==> config.mk <==
export PLATFORM = sky130hd
export DESIGN_NAME = uies_top
export DESIGN_NICKNAME = d
export VERILOG_FILES = /design/src/hw/uies_pkg.sv /design/src/hw/uies_top.sv
export VERILOG_INCLUDE_DIRS = /design/src /design/src/hw
export SDC_FILE = /design/constraint.sdc
export NUM_CORES = 1
export LEC_CHECK = 0
export ABC_AREA = 0
export BUFFER_PORTS_ARGS = -buffer_cell sky130_fd_sc_hd__buf_2
export CAP_MARGIN = 0
export CORE_ASPECT_RATIO = 1.4
export CORE_UTILIZATION = 30
export CTS_CLUSTER_SIZE = 12
export DETAILED_ROUTE_END_ITERATION = 10
export SYNTH_ARGS = -nofsm -noshare
export SYNTH_HDL_FRONTEND = slang
export SYNTH_SLANG_ARGS = --single-unit
==> constraint.sdc <==
create_clock -name CLOCK -period 7.2 [get_ports CLOCK]
set_clock_uncertainty 0.05 [all_clocks]
set_input_delay 0.72 -clock CLOCK [delete_from_list [all_inputs] [get_ports CLOCK]]
set_output_delay 0.72 -clock CLOCK [all_outputs]
set_load 0.01 [all_outputs]
==> src/hw/uies_defines.svh <==
// register offsets, field positions, reset values and timing counts of the channel interrupt block
`ifndef UIES_DEFINES_SVH
`define UIES_DEFINES_SVH

// byte addresses, register index times four
`define UIES_IDX_HOLDING 3'h0
`define UIES_IDX_MASK 3'h1
`define UIES_IDX_STATUS 3'h2
`define UIES_IDX_ENH 3'h3
`define UIES_IDX_LINE 3'h5
`define UIES_IDX_MODEM 3'h6
`define UIES_ADDR_WIDTH 8

// interrupt_mask fields
`define UIES_MASK_RXDATA 0
`define UIES_MASK_TX_READY_EVENT 1
`define UIES_MASK_LINE 2
`define UIES_MASK_MODEM 3
`define UIES_MASK_SLEEP 4
`define UIES_MASK_XOFF 5
`define UIES_MASK_RTS 6
`define UIES_MASK_CTS 7
`define UIES_MASK_RESET 8'h00

// fifo_control fields
`define UIES_FCR_ENABLE 0
`define UIES_FCR_RXRST 1
`define UIES_FCR_TXRST 2

// enhanced_feature_control fields
`define UIES_ENH_ENABLE 4
`define UIES_ENH_AUTORTS 6
`define UIES_ENH_AUTOCTS 7
`define UIES_ENH_RESET 8'h00

// trigger levels, receive then transmit, selected by two bits each
`define UIES_RX_TRIG0 6'h08
`define UIES_RX_TRIG1 6'h10
`define UIES_RX_TRIG2 6'h18
`define UIES_RX_TRIG3 6'h1e
`define UIES_TX_TRIG0 6'h10
`define UIES_TX_TRIG1 6'h08
`define UIES_TX_TRIG2 6'h18
`define UIES_TX_TRIG3 6'h1e

// receive time-out: four characters plus twelve bits
`define UIES_TO_CHARS 7'h04
`define UIES_TO_BITS 7'h0c

// status codes on bits 5:0, bit 0 low means pending
`define UIES_CODE_LINE 6'h06
`define UIES_CODE_TOUT 6'h0c
`define UIES_CODE_RXDATA 6'h04
`define UIES_CODE_TX_READY_EVENT 6'h02
`define UIES_CODE_MODEM 6'h00
`define UIES_CODE_XOFF 6'h10
`define UIES_CODE_FLOW 6'h20
`define UIES_CODE_NONE 6'h01

`endif

==> src/hw/uies_pkg.sv <==
// types of the channel interrupt block
package uies_pkg;

	// interrupt sources in priority order, one-hot
	typedef enum logic [7:0] {
		UIES_SRC_NONE = 8'h01,
		UIES_SRC_LINE = 8'h02,
		UIES_SRC_TOUT = 8'h04,
		UIES_SRC_RXDATA = 8'h08,
		UIES_SRC_TX_READY_EVENT = 8'h10,
		UIES_SRC_MODEM = 8'h20,
		UIES_SRC_XOFF = 8'h40,
		UIES_SRC_FLOW = 8'h80
	} uies_src_t;

endpackage

==> src/hw/uies_top.sv <==
// channel interrupt masking, priority, status and clear-on-access logic behind an apb slave
//
// How it works
// - rx data interrupt tracks trigger level crossing
// - data-ready bit follows receive fifo non-empty
// - line status reports holding and all-empty
// - line status overrun, head errors, fifo error
// - mask bit0 enables receive data interrupt
// - mask bit1 enables tx ready, immediate
// - mask bit2 enables line error interrupt
// - mask bit3 enables modem delta interrupt
// - sleep enable needs enhanced enable
// - xoff/special interrupt needs enhanced enable
// - rts rising edge interrupt under auto rts
// - cts rising edge interrupt under auto cts
// - status returns highest pending, holds reported
// - time-out after four chars twelve bits
// - tx ready cleared by status read, push
// - line status read clears line interrupt
// - rx data interrupt persists until below trigger
// - modem read clears modem and flow
// - xoff cleared by status read or xon
// - special cleared by status read, next char
// - bit0 low when pending, code bits 5:1
// - top two status bits show fifo enable
`timescale 1ns/100ps
`include "uies_defines.svh"
`default_nettype none

module uies_top
	import uies_pkg::*;
(
	input wire logic CLOCK,
	input wire logic NRST,
	input wire logic CE,
	// apb slave
	input wire logic PSEL,
	input wire logic PENABLE,
	input wire logic PWRITE,
	input wire logic [`UIES_ADDR_WIDTH-1:0] PADDR,
	input wire logic [31:0] PWDATA,
	output logic [31:0] PRDATA,
	output logic PREADY,
	output logic PSLVERR,
	// channel sources, same clock
	input wire logic [5:0] RX_LEVEL,
	input wire logic [5:0] TX_LEVEL,
	input wire logic TSR_EMPTY,
	input wire logic RX_CHAR_IN,
	input wire logic [7:0] RX_DATA,
	input wire logic [2:0] RX_HOLD_ERR,
	input wire logic RX_FIFO_ERR,
	input wire logic OVERRUN,
	input wire logic [7:0] MODEM_STATUS,
	input wire logic XOFF_DET,
	input wire logic XON_DET,
	input wire logic SPECIAL_DET,
	input wire logic RTS_LEVEL,
	input wire logic BIT_TICK,
	input wire logic [3:0] CHAR_BITS,
	// cts pin, asynchronous
	input wire logic CTS_PIN,
	// to the channel
	output logic RX_POP,
	output logic TX_PUSH,
	output logic [7:0] TX_DATA,
	output logic MODEM_READ,
	output logic RX_FIFO_RST,
	output logic TX_FIFO_RST,
	output logic FIFO_EN,
	output logic [5:0] RX_TRIG,
	output logic [5:0] TX_TRIG,
	output logic SLEEP_EN,
	output logic INT_OUT
);

	logic [7:0] interrupt_mask; // software mask
	logic [7:0] enh_ctrl; // enhanced feature control
	logic [1:0] rx_sel; // receive trigger select
	logic [1:0] tx_sel; // transmit trigger select
	logic overrun_flag; // sticky overrun
	logic line_flag; // sticky line interrupt
	logic tx_ready_event_flag; // sticky transmit ready
	logic tout_flag; // receive time-out pending
	logic xoff_flag; // xoff received
	logic special_flag; // special character received
	logic rts_flag; // rts rose
	logic cts_flag; // cts rose
	logic [6:0] tout_cnt; // bit times since last activity
	logic cts_meta; // first synchroniser stage
	logic cts_sync; // second synchroniser stage
	logic cts_prev; // for edge detect
	logic rts_prev; // for edge detect
	logic [5:0] tx_level_prev; // last transmit fill
	logic [2:0] hold_err_prev; // last head error set
	uies_src_t held_src; // source reported by last status read
	uies_src_t top_src; // current highest pending
	uies_src_t shown_src; // what a status read returns

	// decoded bus events, all at the completing edge
	logic done;
	logic [2:0] idx;
	logic mapped;
	logic rd_status;
	logic rd_line;
	logic rd_modem;
	logic rd_rx;
	logic wr_tx;
	logic wr_mask;
	logic wr_fcr;
	logic enh_on;
	logic fifo_en;
	logic rx_has;
	logic rx_data_pend;
	logic line_pend;
	logic modem_pend;
	logic xoff_pend;
	logic flow_pend;
	logic any_pend;
	logic [6:0] tout_limit;
	logic [5:0] code;
	logic [7:0] status_val;
	logic [7:0] line_val;
	logic [7:0] next_rd;
	logic [5:0] rx_trig;
	logic [5:0] tx_trig;

	assign done = PSEL & PENABLE & PREADY;
	assign idx = PADDR[4:2];
	assign mapped = (PADDR[1:0] == 2'h0) && (PADDR[`UIES_ADDR_WIDTH-1:5] == '0) && (idx != 3'h4) && (idx != 3'h7);
	assign rd_status = done & ~PWRITE & (idx == `UIES_IDX_STATUS) & mapped;
	assign rd_line = done & ~PWRITE & (idx == `UIES_IDX_LINE) & mapped;
	assign rd_modem = done & ~PWRITE & (idx == `UIES_IDX_MODEM) & mapped;
	assign rd_rx = done & ~PWRITE & (idx == `UIES_IDX_HOLDING) & mapped;
	assign wr_tx = done & PWRITE & (idx == `UIES_IDX_HOLDING) & mapped;
	assign wr_mask = done & PWRITE & (idx == `UIES_IDX_MASK) & mapped;
	assign wr_fcr = done & PWRITE & (idx == `UIES_IDX_STATUS) & mapped;
	assign enh_on = enh_ctrl[`UIES_ENH_ENABLE];
	assign fifo_en = FIFO_EN;
	assign rx_has = (RX_LEVEL != 6'h00);

	// trigger level tables
	always_comb begin
		case (rx_sel)
			2'h0: rx_trig = `UIES_RX_TRIG0;
			2'h1: rx_trig = `UIES_RX_TRIG1;
			2'h2: rx_trig = `UIES_RX_TRIG2;
			default: rx_trig = `UIES_RX_TRIG3;
		endcase
		case (tx_sel)
			2'h0: tx_trig = `UIES_TX_TRIG0;
			2'h1: tx_trig = `UIES_TX_TRIG1;
			2'h2: tx_trig = `UIES_TX_TRIG2;
			default: tx_trig = `UIES_TX_TRIG3;
		endcase
	end

	// level-based sources, masked
	assign rx_data_pend = interrupt_mask[`UIES_MASK_RXDATA] & (fifo_en ? (RX_LEVEL >= RX_TRIG) : rx_has);
	assign line_pend = interrupt_mask[`UIES_MASK_LINE] & line_flag;
	assign modem_pend = interrupt_mask[`UIES_MASK_MODEM] & (MODEM_STATUS[3:0] != 4'h0);
	assign xoff_pend = enh_on & interrupt_mask[`UIES_MASK_XOFF] & (xoff_flag | special_flag);
	assign flow_pend = enh_on & ((interrupt_mask[`UIES_MASK_RTS] & rts_flag) | (interrupt_mask[`UIES_MASK_CTS] & cts_flag));
	assign tout_limit = 7'((`UIES_TO_CHARS * {3'h0, CHAR_BITS}) + `UIES_TO_BITS);

	// priority encoder, highest first
	always_comb begin
		if (line_pend) begin
			top_src = UIES_SRC_LINE;
		end else if (interrupt_mask[`UIES_MASK_RXDATA] & tout_flag) begin
			top_src = UIES_SRC_TOUT;
		end else if (rx_data_pend) begin
			top_src = UIES_SRC_RXDATA;
		end else if (interrupt_mask[`UIES_MASK_TX_READY_EVENT] & tx_ready_event_flag) begin
			top_src = UIES_SRC_TX_READY_EVENT;
		end else if (modem_pend) begin
			top_src = UIES_SRC_MODEM;
		end else if (xoff_pend) begin
			top_src = UIES_SRC_XOFF;
		end else if (flow_pend) begin
			top_src = UIES_SRC_FLOW;
		end else begin
			top_src = UIES_SRC_NONE;
		end
	end

	// a reported line, time-out, rx data, modem or flow source keeps the status until it is serviced
	always_comb begin
		any_pend = (top_src != UIES_SRC_NONE);
		shown_src = top_src;
		case (held_src)
			UIES_SRC_LINE: if (line_pend) shown_src = held_src;
			UIES_SRC_TOUT: if (interrupt_mask[`UIES_MASK_RXDATA] & tout_flag) shown_src = held_src;
			UIES_SRC_RXDATA: if (rx_data_pend) shown_src = held_src;
			UIES_SRC_MODEM: if (modem_pend) shown_src = held_src;
			UIES_SRC_FLOW: if (flow_pend) shown_src = held_src;
			default: shown_src = top_src;
		endcase
		case (shown_src)
			UIES_SRC_LINE: code = `UIES_CODE_LINE;
			UIES_SRC_TOUT: code = `UIES_CODE_TOUT;
			UIES_SRC_RXDATA: code = `UIES_CODE_RXDATA;
			UIES_SRC_TX_READY_EVENT: code = `UIES_CODE_TX_READY_EVENT;
			UIES_SRC_MODEM: code = `UIES_CODE_MODEM;
			UIES_SRC_XOFF: code = `UIES_CODE_XOFF;
			UIES_SRC_FLOW: code = `UIES_CODE_FLOW;
			default: code = `UIES_CODE_NONE;
		endcase
		status_val = {fifo_en, fifo_en, code};
	end

	// line status view
	assign line_val = {RX_FIFO_ERR & rx_has, (TX_LEVEL == 6'h00) & TSR_EMPTY, TX_LEVEL == 6'h00,
		RX_HOLD_ERR & {3{rx_has}}, overrun_flag, rx_has};

	// read data mux
	always_comb begin
		if (idx == `UIES_IDX_HOLDING) begin
			next_rd = RX_DATA;
		end else if (idx == `UIES_IDX_MASK) begin
			next_rd = interrupt_mask;
		end else if (idx == `UIES_IDX_STATUS) begin
			next_rd = status_val;
		end else if (idx == `UIES_IDX_ENH) begin
			next_rd = enh_ctrl;
		end else if (idx == `UIES_IDX_LINE) begin
			next_rd = line_val;
		end else if (idx == `UIES_IDX_MODEM) begin
			next_rd = MODEM_STATUS;
		end else begin
			next_rd = 8'h00;
		end
	end

	// apb handshake, one wait state
	always_ff @(posedge CLOCK) begin
		if (!NRST) begin
			PREADY <= 1'b0;
			PRDATA <= 32'h0;
			PSLVERR <= 1'b0;
		end else if (CE) begin
			PREADY <= PSEL & PENABLE & ~PREADY;
			PSLVERR <= PSEL & PENABLE & ~PREADY & ~mapped;
			PRDATA <= (PSEL & PENABLE & ~PREADY & ~PWRITE & mapped) ? {24'h0, next_rd} : 32'h0;
		end
	end

	// control registers
	always_ff @(posedge CLOCK) begin
		if (!NRST) begin
			interrupt_mask <= `UIES_MASK_RESET;
			enh_ctrl <= `UIES_ENH_RESET;
			FIFO_EN <= 1'b0;
			rx_sel <= 2'h0;
			tx_sel <= 2'h0;
		end else if (CE) begin
			if (wr_mask) begin
				interrupt_mask <= PWDATA[7:0];
			end
			if (done & PWRITE & mapped & (idx == `UIES_IDX_ENH)) begin
				enh_ctrl <= PWDATA[7:0];
			end
			if (wr_fcr) begin
				FIFO_EN <= PWDATA[`UIES_FCR_ENABLE];
				// other fields only take with the enable bit set
				if (PWDATA[`UIES_FCR_ENABLE]) begin
					rx_sel <= PWDATA[7:6];
					if (enh_on) begin
						tx_sel <= PWDATA[5:4];
					end
				end
			end
		end
	end

	// registered channel controls and strobes
	always_ff @(posedge CLOCK) begin
		if (!NRST) begin
			RX_POP <= 1'b0;
			TX_PUSH <= 1'b0;
			TX_DATA <= 8'h00;
			MODEM_READ <= 1'b0;
			RX_FIFO_RST <= 1'b0;
			TX_FIFO_RST <= 1'b0;
			RX_TRIG <= `UIES_RX_TRIG0;
			TX_TRIG <= `UIES_TX_TRIG0;
			SLEEP_EN <= 1'b0;
			INT_OUT <= 1'b0;
		end else if (CE) begin
			RX_POP <= rd_rx;
			TX_PUSH <= wr_tx;
			if (wr_tx) begin
				TX_DATA <= PWDATA[7:0];
			end
			MODEM_READ <= rd_modem;
			RX_FIFO_RST <= wr_fcr & PWDATA[`UIES_FCR_ENABLE] & PWDATA[`UIES_FCR_RXRST];
			TX_FIFO_RST <= wr_fcr & PWDATA[`UIES_FCR_ENABLE] & PWDATA[`UIES_FCR_TXRST];
			RX_TRIG <= rx_trig;
			TX_TRIG <= tx_trig;
			SLEEP_EN <= enh_on & interrupt_mask[`UIES_MASK_SLEEP];
			INT_OUT <= any_pend;
		end
	end

	// cts synchroniser and edge history
	always_ff @(posedge CLOCK) begin
		if (!NRST) begin
			cts_meta <= 1'b0;
			cts_sync <= 1'b0;
			cts_prev <= 1'b0;
			rts_prev <= 1'b0;
			tx_level_prev <= 6'h00;
			hold_err_prev <= 3'h0;
		end else if (CE) begin
			cts_meta <= CTS_PIN;
			cts_sync <= cts_meta;
			cts_prev <= cts_sync;
			rts_prev <= RTS_LEVEL;
			tx_level_prev <= TX_LEVEL;
			hold_err_prev <= RX_HOLD_ERR & {3{rx_has}};
		end
	end

	// line error flags, set wins over the read clear
	always_ff @(posedge CLOCK) begin
		if (!NRST) begin
			overrun_flag <= 1'b0;
			line_flag <= 1'b0;
		end else if (CE) begin
			if (OVERRUN) begin
				overrun_flag <= 1'b1;
			end else if (rd_line) begin
				overrun_flag <= 1'b0;
			end
			// overrun at once, head errors when they reach the head
			if (OVERRUN | ((RX_HOLD_ERR & {3{rx_has}} & ~hold_err_prev) != 3'h0)) begin
				line_flag <= 1'b1;
			end else if (rd_line) begin
				line_flag <= 1'b0;
			end
		end
	end

	// transmit ready flag
	always_ff @(posedge CLOCK) begin
		if (!NRST) begin
			tx_ready_event_flag <= 1'b0;
		end else if (CE) begin
			if ((fifo_en & (TX_LEVEL < TX_TRIG) & (tx_level_prev >= TX_TRIG))
				| ((TX_LEVEL == 6'h00) & (tx_level_prev != 6'h00))) begin
				tx_ready_event_flag <= 1'b1;
			end else if (wr_mask & PWDATA[`UIES_MASK_TX_READY_EVENT] & ~interrupt_mask[`UIES_MASK_TX_READY_EVENT]
				& (TX_LEVEL == 6'h00)) begin
				tx_ready_event_flag <= 1'b1;
			end else if (wr_tx | (rd_status & (shown_src == UIES_SRC_TX_READY_EVENT))) begin
				tx_ready_event_flag <= 1'b0;
			end
		end
	end

	// receive time-out timer, restarted by any receive activity
	always_ff @(posedge CLOCK) begin
		if (!NRST) begin
			tout_cnt <= 7'h00;
			tout_flag <= 1'b0;
		end else if (CE) begin
			if (!fifo_en || !rx_has || RX_CHAR_IN || rd_rx) begin
				tout_cnt <= 7'h00;
			end else if (BIT_TICK && (tout_cnt < tout_limit)) begin
				tout_cnt <= tout_cnt + 7'h01;
			end
			if (fifo_en && rx_has && BIT_TICK && (tout_cnt + 7'h01 == tout_limit) && !RX_CHAR_IN && !rd_rx) begin
				tout_flag <= 1'b1;
			end else if (rd_rx) begin
				tout_flag <= 1'b0;
			end
		end
	end

	// software flow flags
	always_ff @(posedge CLOCK) begin
		if (!NRST) begin
			xoff_flag <= 1'b0;
			special_flag <= 1'b0;
		end else if (CE) begin
			if (XOFF_DET) begin
				xoff_flag <= 1'b1;
			end else if (rd_status | XON_DET) begin
				xoff_flag <= 1'b0;
			end
			if (SPECIAL_DET) begin
				special_flag <= 1'b1;
			end else if (rd_status | RX_CHAR_IN) begin
				special_flag <= 1'b0;
			end
		end
	end

	// hardware flow transition flags
	always_ff @(posedge CLOCK) begin
		if (!NRST) begin
			rts_flag <= 1'b0;
			cts_flag <= 1'b0;
		end else if (CE) begin
			if (enh_ctrl[`UIES_ENH_AUTORTS] & RTS_LEVEL & ~rts_prev) begin
				rts_flag <= 1'b1;
			end else if (rd_modem) begin
				rts_flag <= 1'b0;
			end
			if (enh_ctrl[`UIES_ENH_AUTOCTS] & cts_sync & ~cts_prev) begin
				cts_flag <= 1'b1;
			end else if (rd_modem) begin
				cts_flag <= 1'b0;
			end
		end
	end

	// remember the reported source until it is serviced
	always_ff @(posedge CLOCK) begin
		if (!NRST) begin
			held_src <= UIES_SRC_NONE;
		end else if (CE) begin
			if (rd_status) begin
				held_src <= shown_src;
			end else if (shown_src != held_src) begin
				held_src <= UIES_SRC_NONE;
			end
		end
	end

endmodule // uies_top

`default_nettype wire

==> flow_metrics.tcl <==
set metrics [dict create \
    dpl.hpwl_um 12000 \
    tightest_slew_ps 942 \
    ctsHtreeMaxLevel 3 \
    die_area_sq_mm 0.0182 \
    synth_xor_area_share_pct 2.64 \
    powerDensity_mw_per_mm2 172 \
    hold_buffers 0 \
    yosysTopAreaCell "dfxtp_1" \
    preCtsSetupSlack_ps 3310 \
    dieHeight_um 159 \
    grtUsageTotal_pct 17.8 \
    cts_max_path_buffers 2 \
    setup_slack_ps 3650 \
    synth_seq_cells 88 \
    final_cells 985 \
    synth_top_area_share_pct 33.2 \
    syn_avg_cell_area_sq_um 7.93 \
    drtIter0Drc 362 \
    max_freq_mhz 282 \
    cts_tree "yes" \
    postCtsSetupBuffers 0 \
    synth_compound_area_share_pct 20.4 \
    synthAdderAreaFrac_pct 4.24 \
    crit_arrival_ps 3780 \
    relSlewSlack_pct 36.7 \
    yosysMostFrequentCell "dfxtp_1" \
    grt.met1_usage_pct 22.4 \
    post_cts_resized 0 \
    wirelength_um 15900 \
    synthFlopType "dfxtp_1" \
    place_area_sq_mm 0.00586 \
    yosys-top-cells-area "dfxtp_1 (33%), mux2i_1 (7.5%), a21oi_1 (6.0%), nand2_1 (4.5%), nor2_1 (4.4%)" \
    cts_sinks 88 \
    first_pass_iters 5 \
    io_pins 153 \
    crit_path_max_fanout 18 \
    syn_inst 670 \
    fin_util_pct 35.4 \
    criticalPathCategory "in -> reg" \
    fin_nets 852 \
    grt_pass1_vias 4593 \
    ir_worst_vdd_mv 0.119 \
    maxCapViolCount 0 \
    vias 4953 \
    final_area_sq_mm 0.00614 \
    coreArea_sq_mm 0.0173 \
    layout_min_cycle_time_ps 3550 \
    port_buffers 100 \
    ys_seq_area_share_pct 33.2 \
    p_leak_nw 2.58 \
    synthToLayoutAreaGrowth_pct 15.6 \
    syn-cell-area_sq_mm 0.00531 \
    hold-worst-slack_ps 406 \
    yosys_warnings 0 \
    synth-simple-area-share_pct 22.5 \
    synth_common_cells "dfxtp_1 (88), a21oi_1 (64), nand2_1 (63), nor2_1 (62), mux2i_1 (40)" \
    critPathLaunchType "input pin" \
    ant_nets 0 \
    synth.mux.area_fraction_pct 7.96 \
    fillers 1875 \
    cp.required_ps 7430 \
    slew_viol_final 0 \
    cts_root_buffer "clkbuf_16" \
    finalCritPeriodShare_pct 49.2 \
    post_route_cells_drive_above_1_share_pct 18.2 \
    antenna_found_initial 1 \
    total_power_mw 1.06 \
    synth.distinct_cells 67 \
    routedWlPerCell_um 16.1 \
    vias_per_cell 5.03 \
    status "finished, final reports clean" \
    worstSkewPairLatency_ps 350 \
    gr-total-overflow 0 \
    async_flop_share_pct 0 \
    die_w_um 114 \
    hold_violations 0 \
    drcViolationCount 0 \
    synth_edf_count 0 \
    dp.cells 968 \
    busiest_layer "met2" \
    grt_pass1_wl_um 24900 \
    rows 57 \
    path_clk_slew_ps 70 \
    hp-class "reg -> reg" \
    setup_tns_ps 0 \
    use_met3_pct 3.27 \
    end_kind "flip-flop" \
    synth_top_family_by_area "simple AND/OR/NAND/NOR gates" \
    gp_congestion 0.861 \
    setup_viol 0 \
    grt_setup_unrepaired "false" \
    cts_buffers 9 \
    grt_util_met2_pct 29.0 \
    grt_max_degree 74 \
    start_util_pct 30.6 \
]
[worst max-delay path, cell delays in order]
cell and delay [ps]:
buf_2 330, nor2b_1 680, nand2_1 180, nor4_2 740, a211o_1 240, a221oi_2 40
nand4_1 80, o41a_1 520, mux2i_1 240
[power breakdown]
part / leakage [nW] / total (mW) / internal (mW) / switching (mW)
registers: 0.713 / 0.498 / 0.493 / 0.00458
logic: 1.73 / 0.104 / 0.0380 / 0.0662
clock network: 0.140 / 0.455 / 0.247 / 0.208
[flip-flops by register name (all words and copies together), names as in the netlist, 3 cells and up]
register        flops
held_src            8
interrupt_mask      8
tx_level_prev       6
tout_cnt            7
enh_ctrl            8
PRDATA              8
TX_DATA             8
TX_TRIG             3
RX_TRIG             3
hold_err_prev       3
[layer usage]
metal | share of wire, % | wire, um
met2 | 48 | 7690
met4 | 3.6 | 565
met1 | 43 | 6820
met5 | 0 | 0
met3 | 5.0 | 798
[cell families after synthesis]
| family | after synthesis |
|---|---|
| muxes | 42 |
| buffers and inverters | 94 |
| and+or+nand+nor | 245 |
| AOI/OAI and AO/OA | 166 |
| other | 1 |
| xor gates and xnor gates | 16 |
| DFF | 88 |
| adders and majority gates | 18 |
[placed cells by master (no fill, tap or decap), types with 11 or more instances in the layout]
cell type,count
buf_2,100
dfxtp_1,88
a21oi_1,64
nand2_1,63
nor2_1,62
mux2i_1,40
nand3_1,36
conb_1,28
o21ai_0,23
inv_1,21
ha_1,18
nor2b_1,12
nand2b_1,11
[final timing paths]
| kind | from | to | slack, ps | cells past startpoint |
|---|---|---|---|---|
| worst max register to register | RX_TRIG[3]$_SDFFE_PN1P_ | held_src[6]$_SDFFE_PN0P_ | 3800 | 10 |
| worst min register to register | TX_DATA[3]$_SDFFE_PN0P_ | TX_DATA[3]$_SDFFE_PN0P_ | 410 | 2 |
| worst min-delay path | TX_DATA[3]$_SDFFE_PN0P_ | TX_DATA[3]$_SDFFE_PN0P_ | 410 | 2 |
| worst max-delay path | PADDR[3] | held_src[6]$_SDFFE_PN0P_ | 3650 | 9 |
[layout make-up]
cell class / count / area, sq um / area share, %
antenna: 1 / 2.50 / 0.0407
multi-input combinational: 515 / 3180 / 51.7
clock inverter: 5 / 40.0 / 0.652
tap: 236 / 295 / 4.81
clock buffer: 11 / 243 / 3.95
sequential: 88 / 1760 / 28.7
inverter: 25 / 93.8 / 1.53
timing repair buffer: 104 / 531 / 8.64
(Power assumes the default switching activity.)
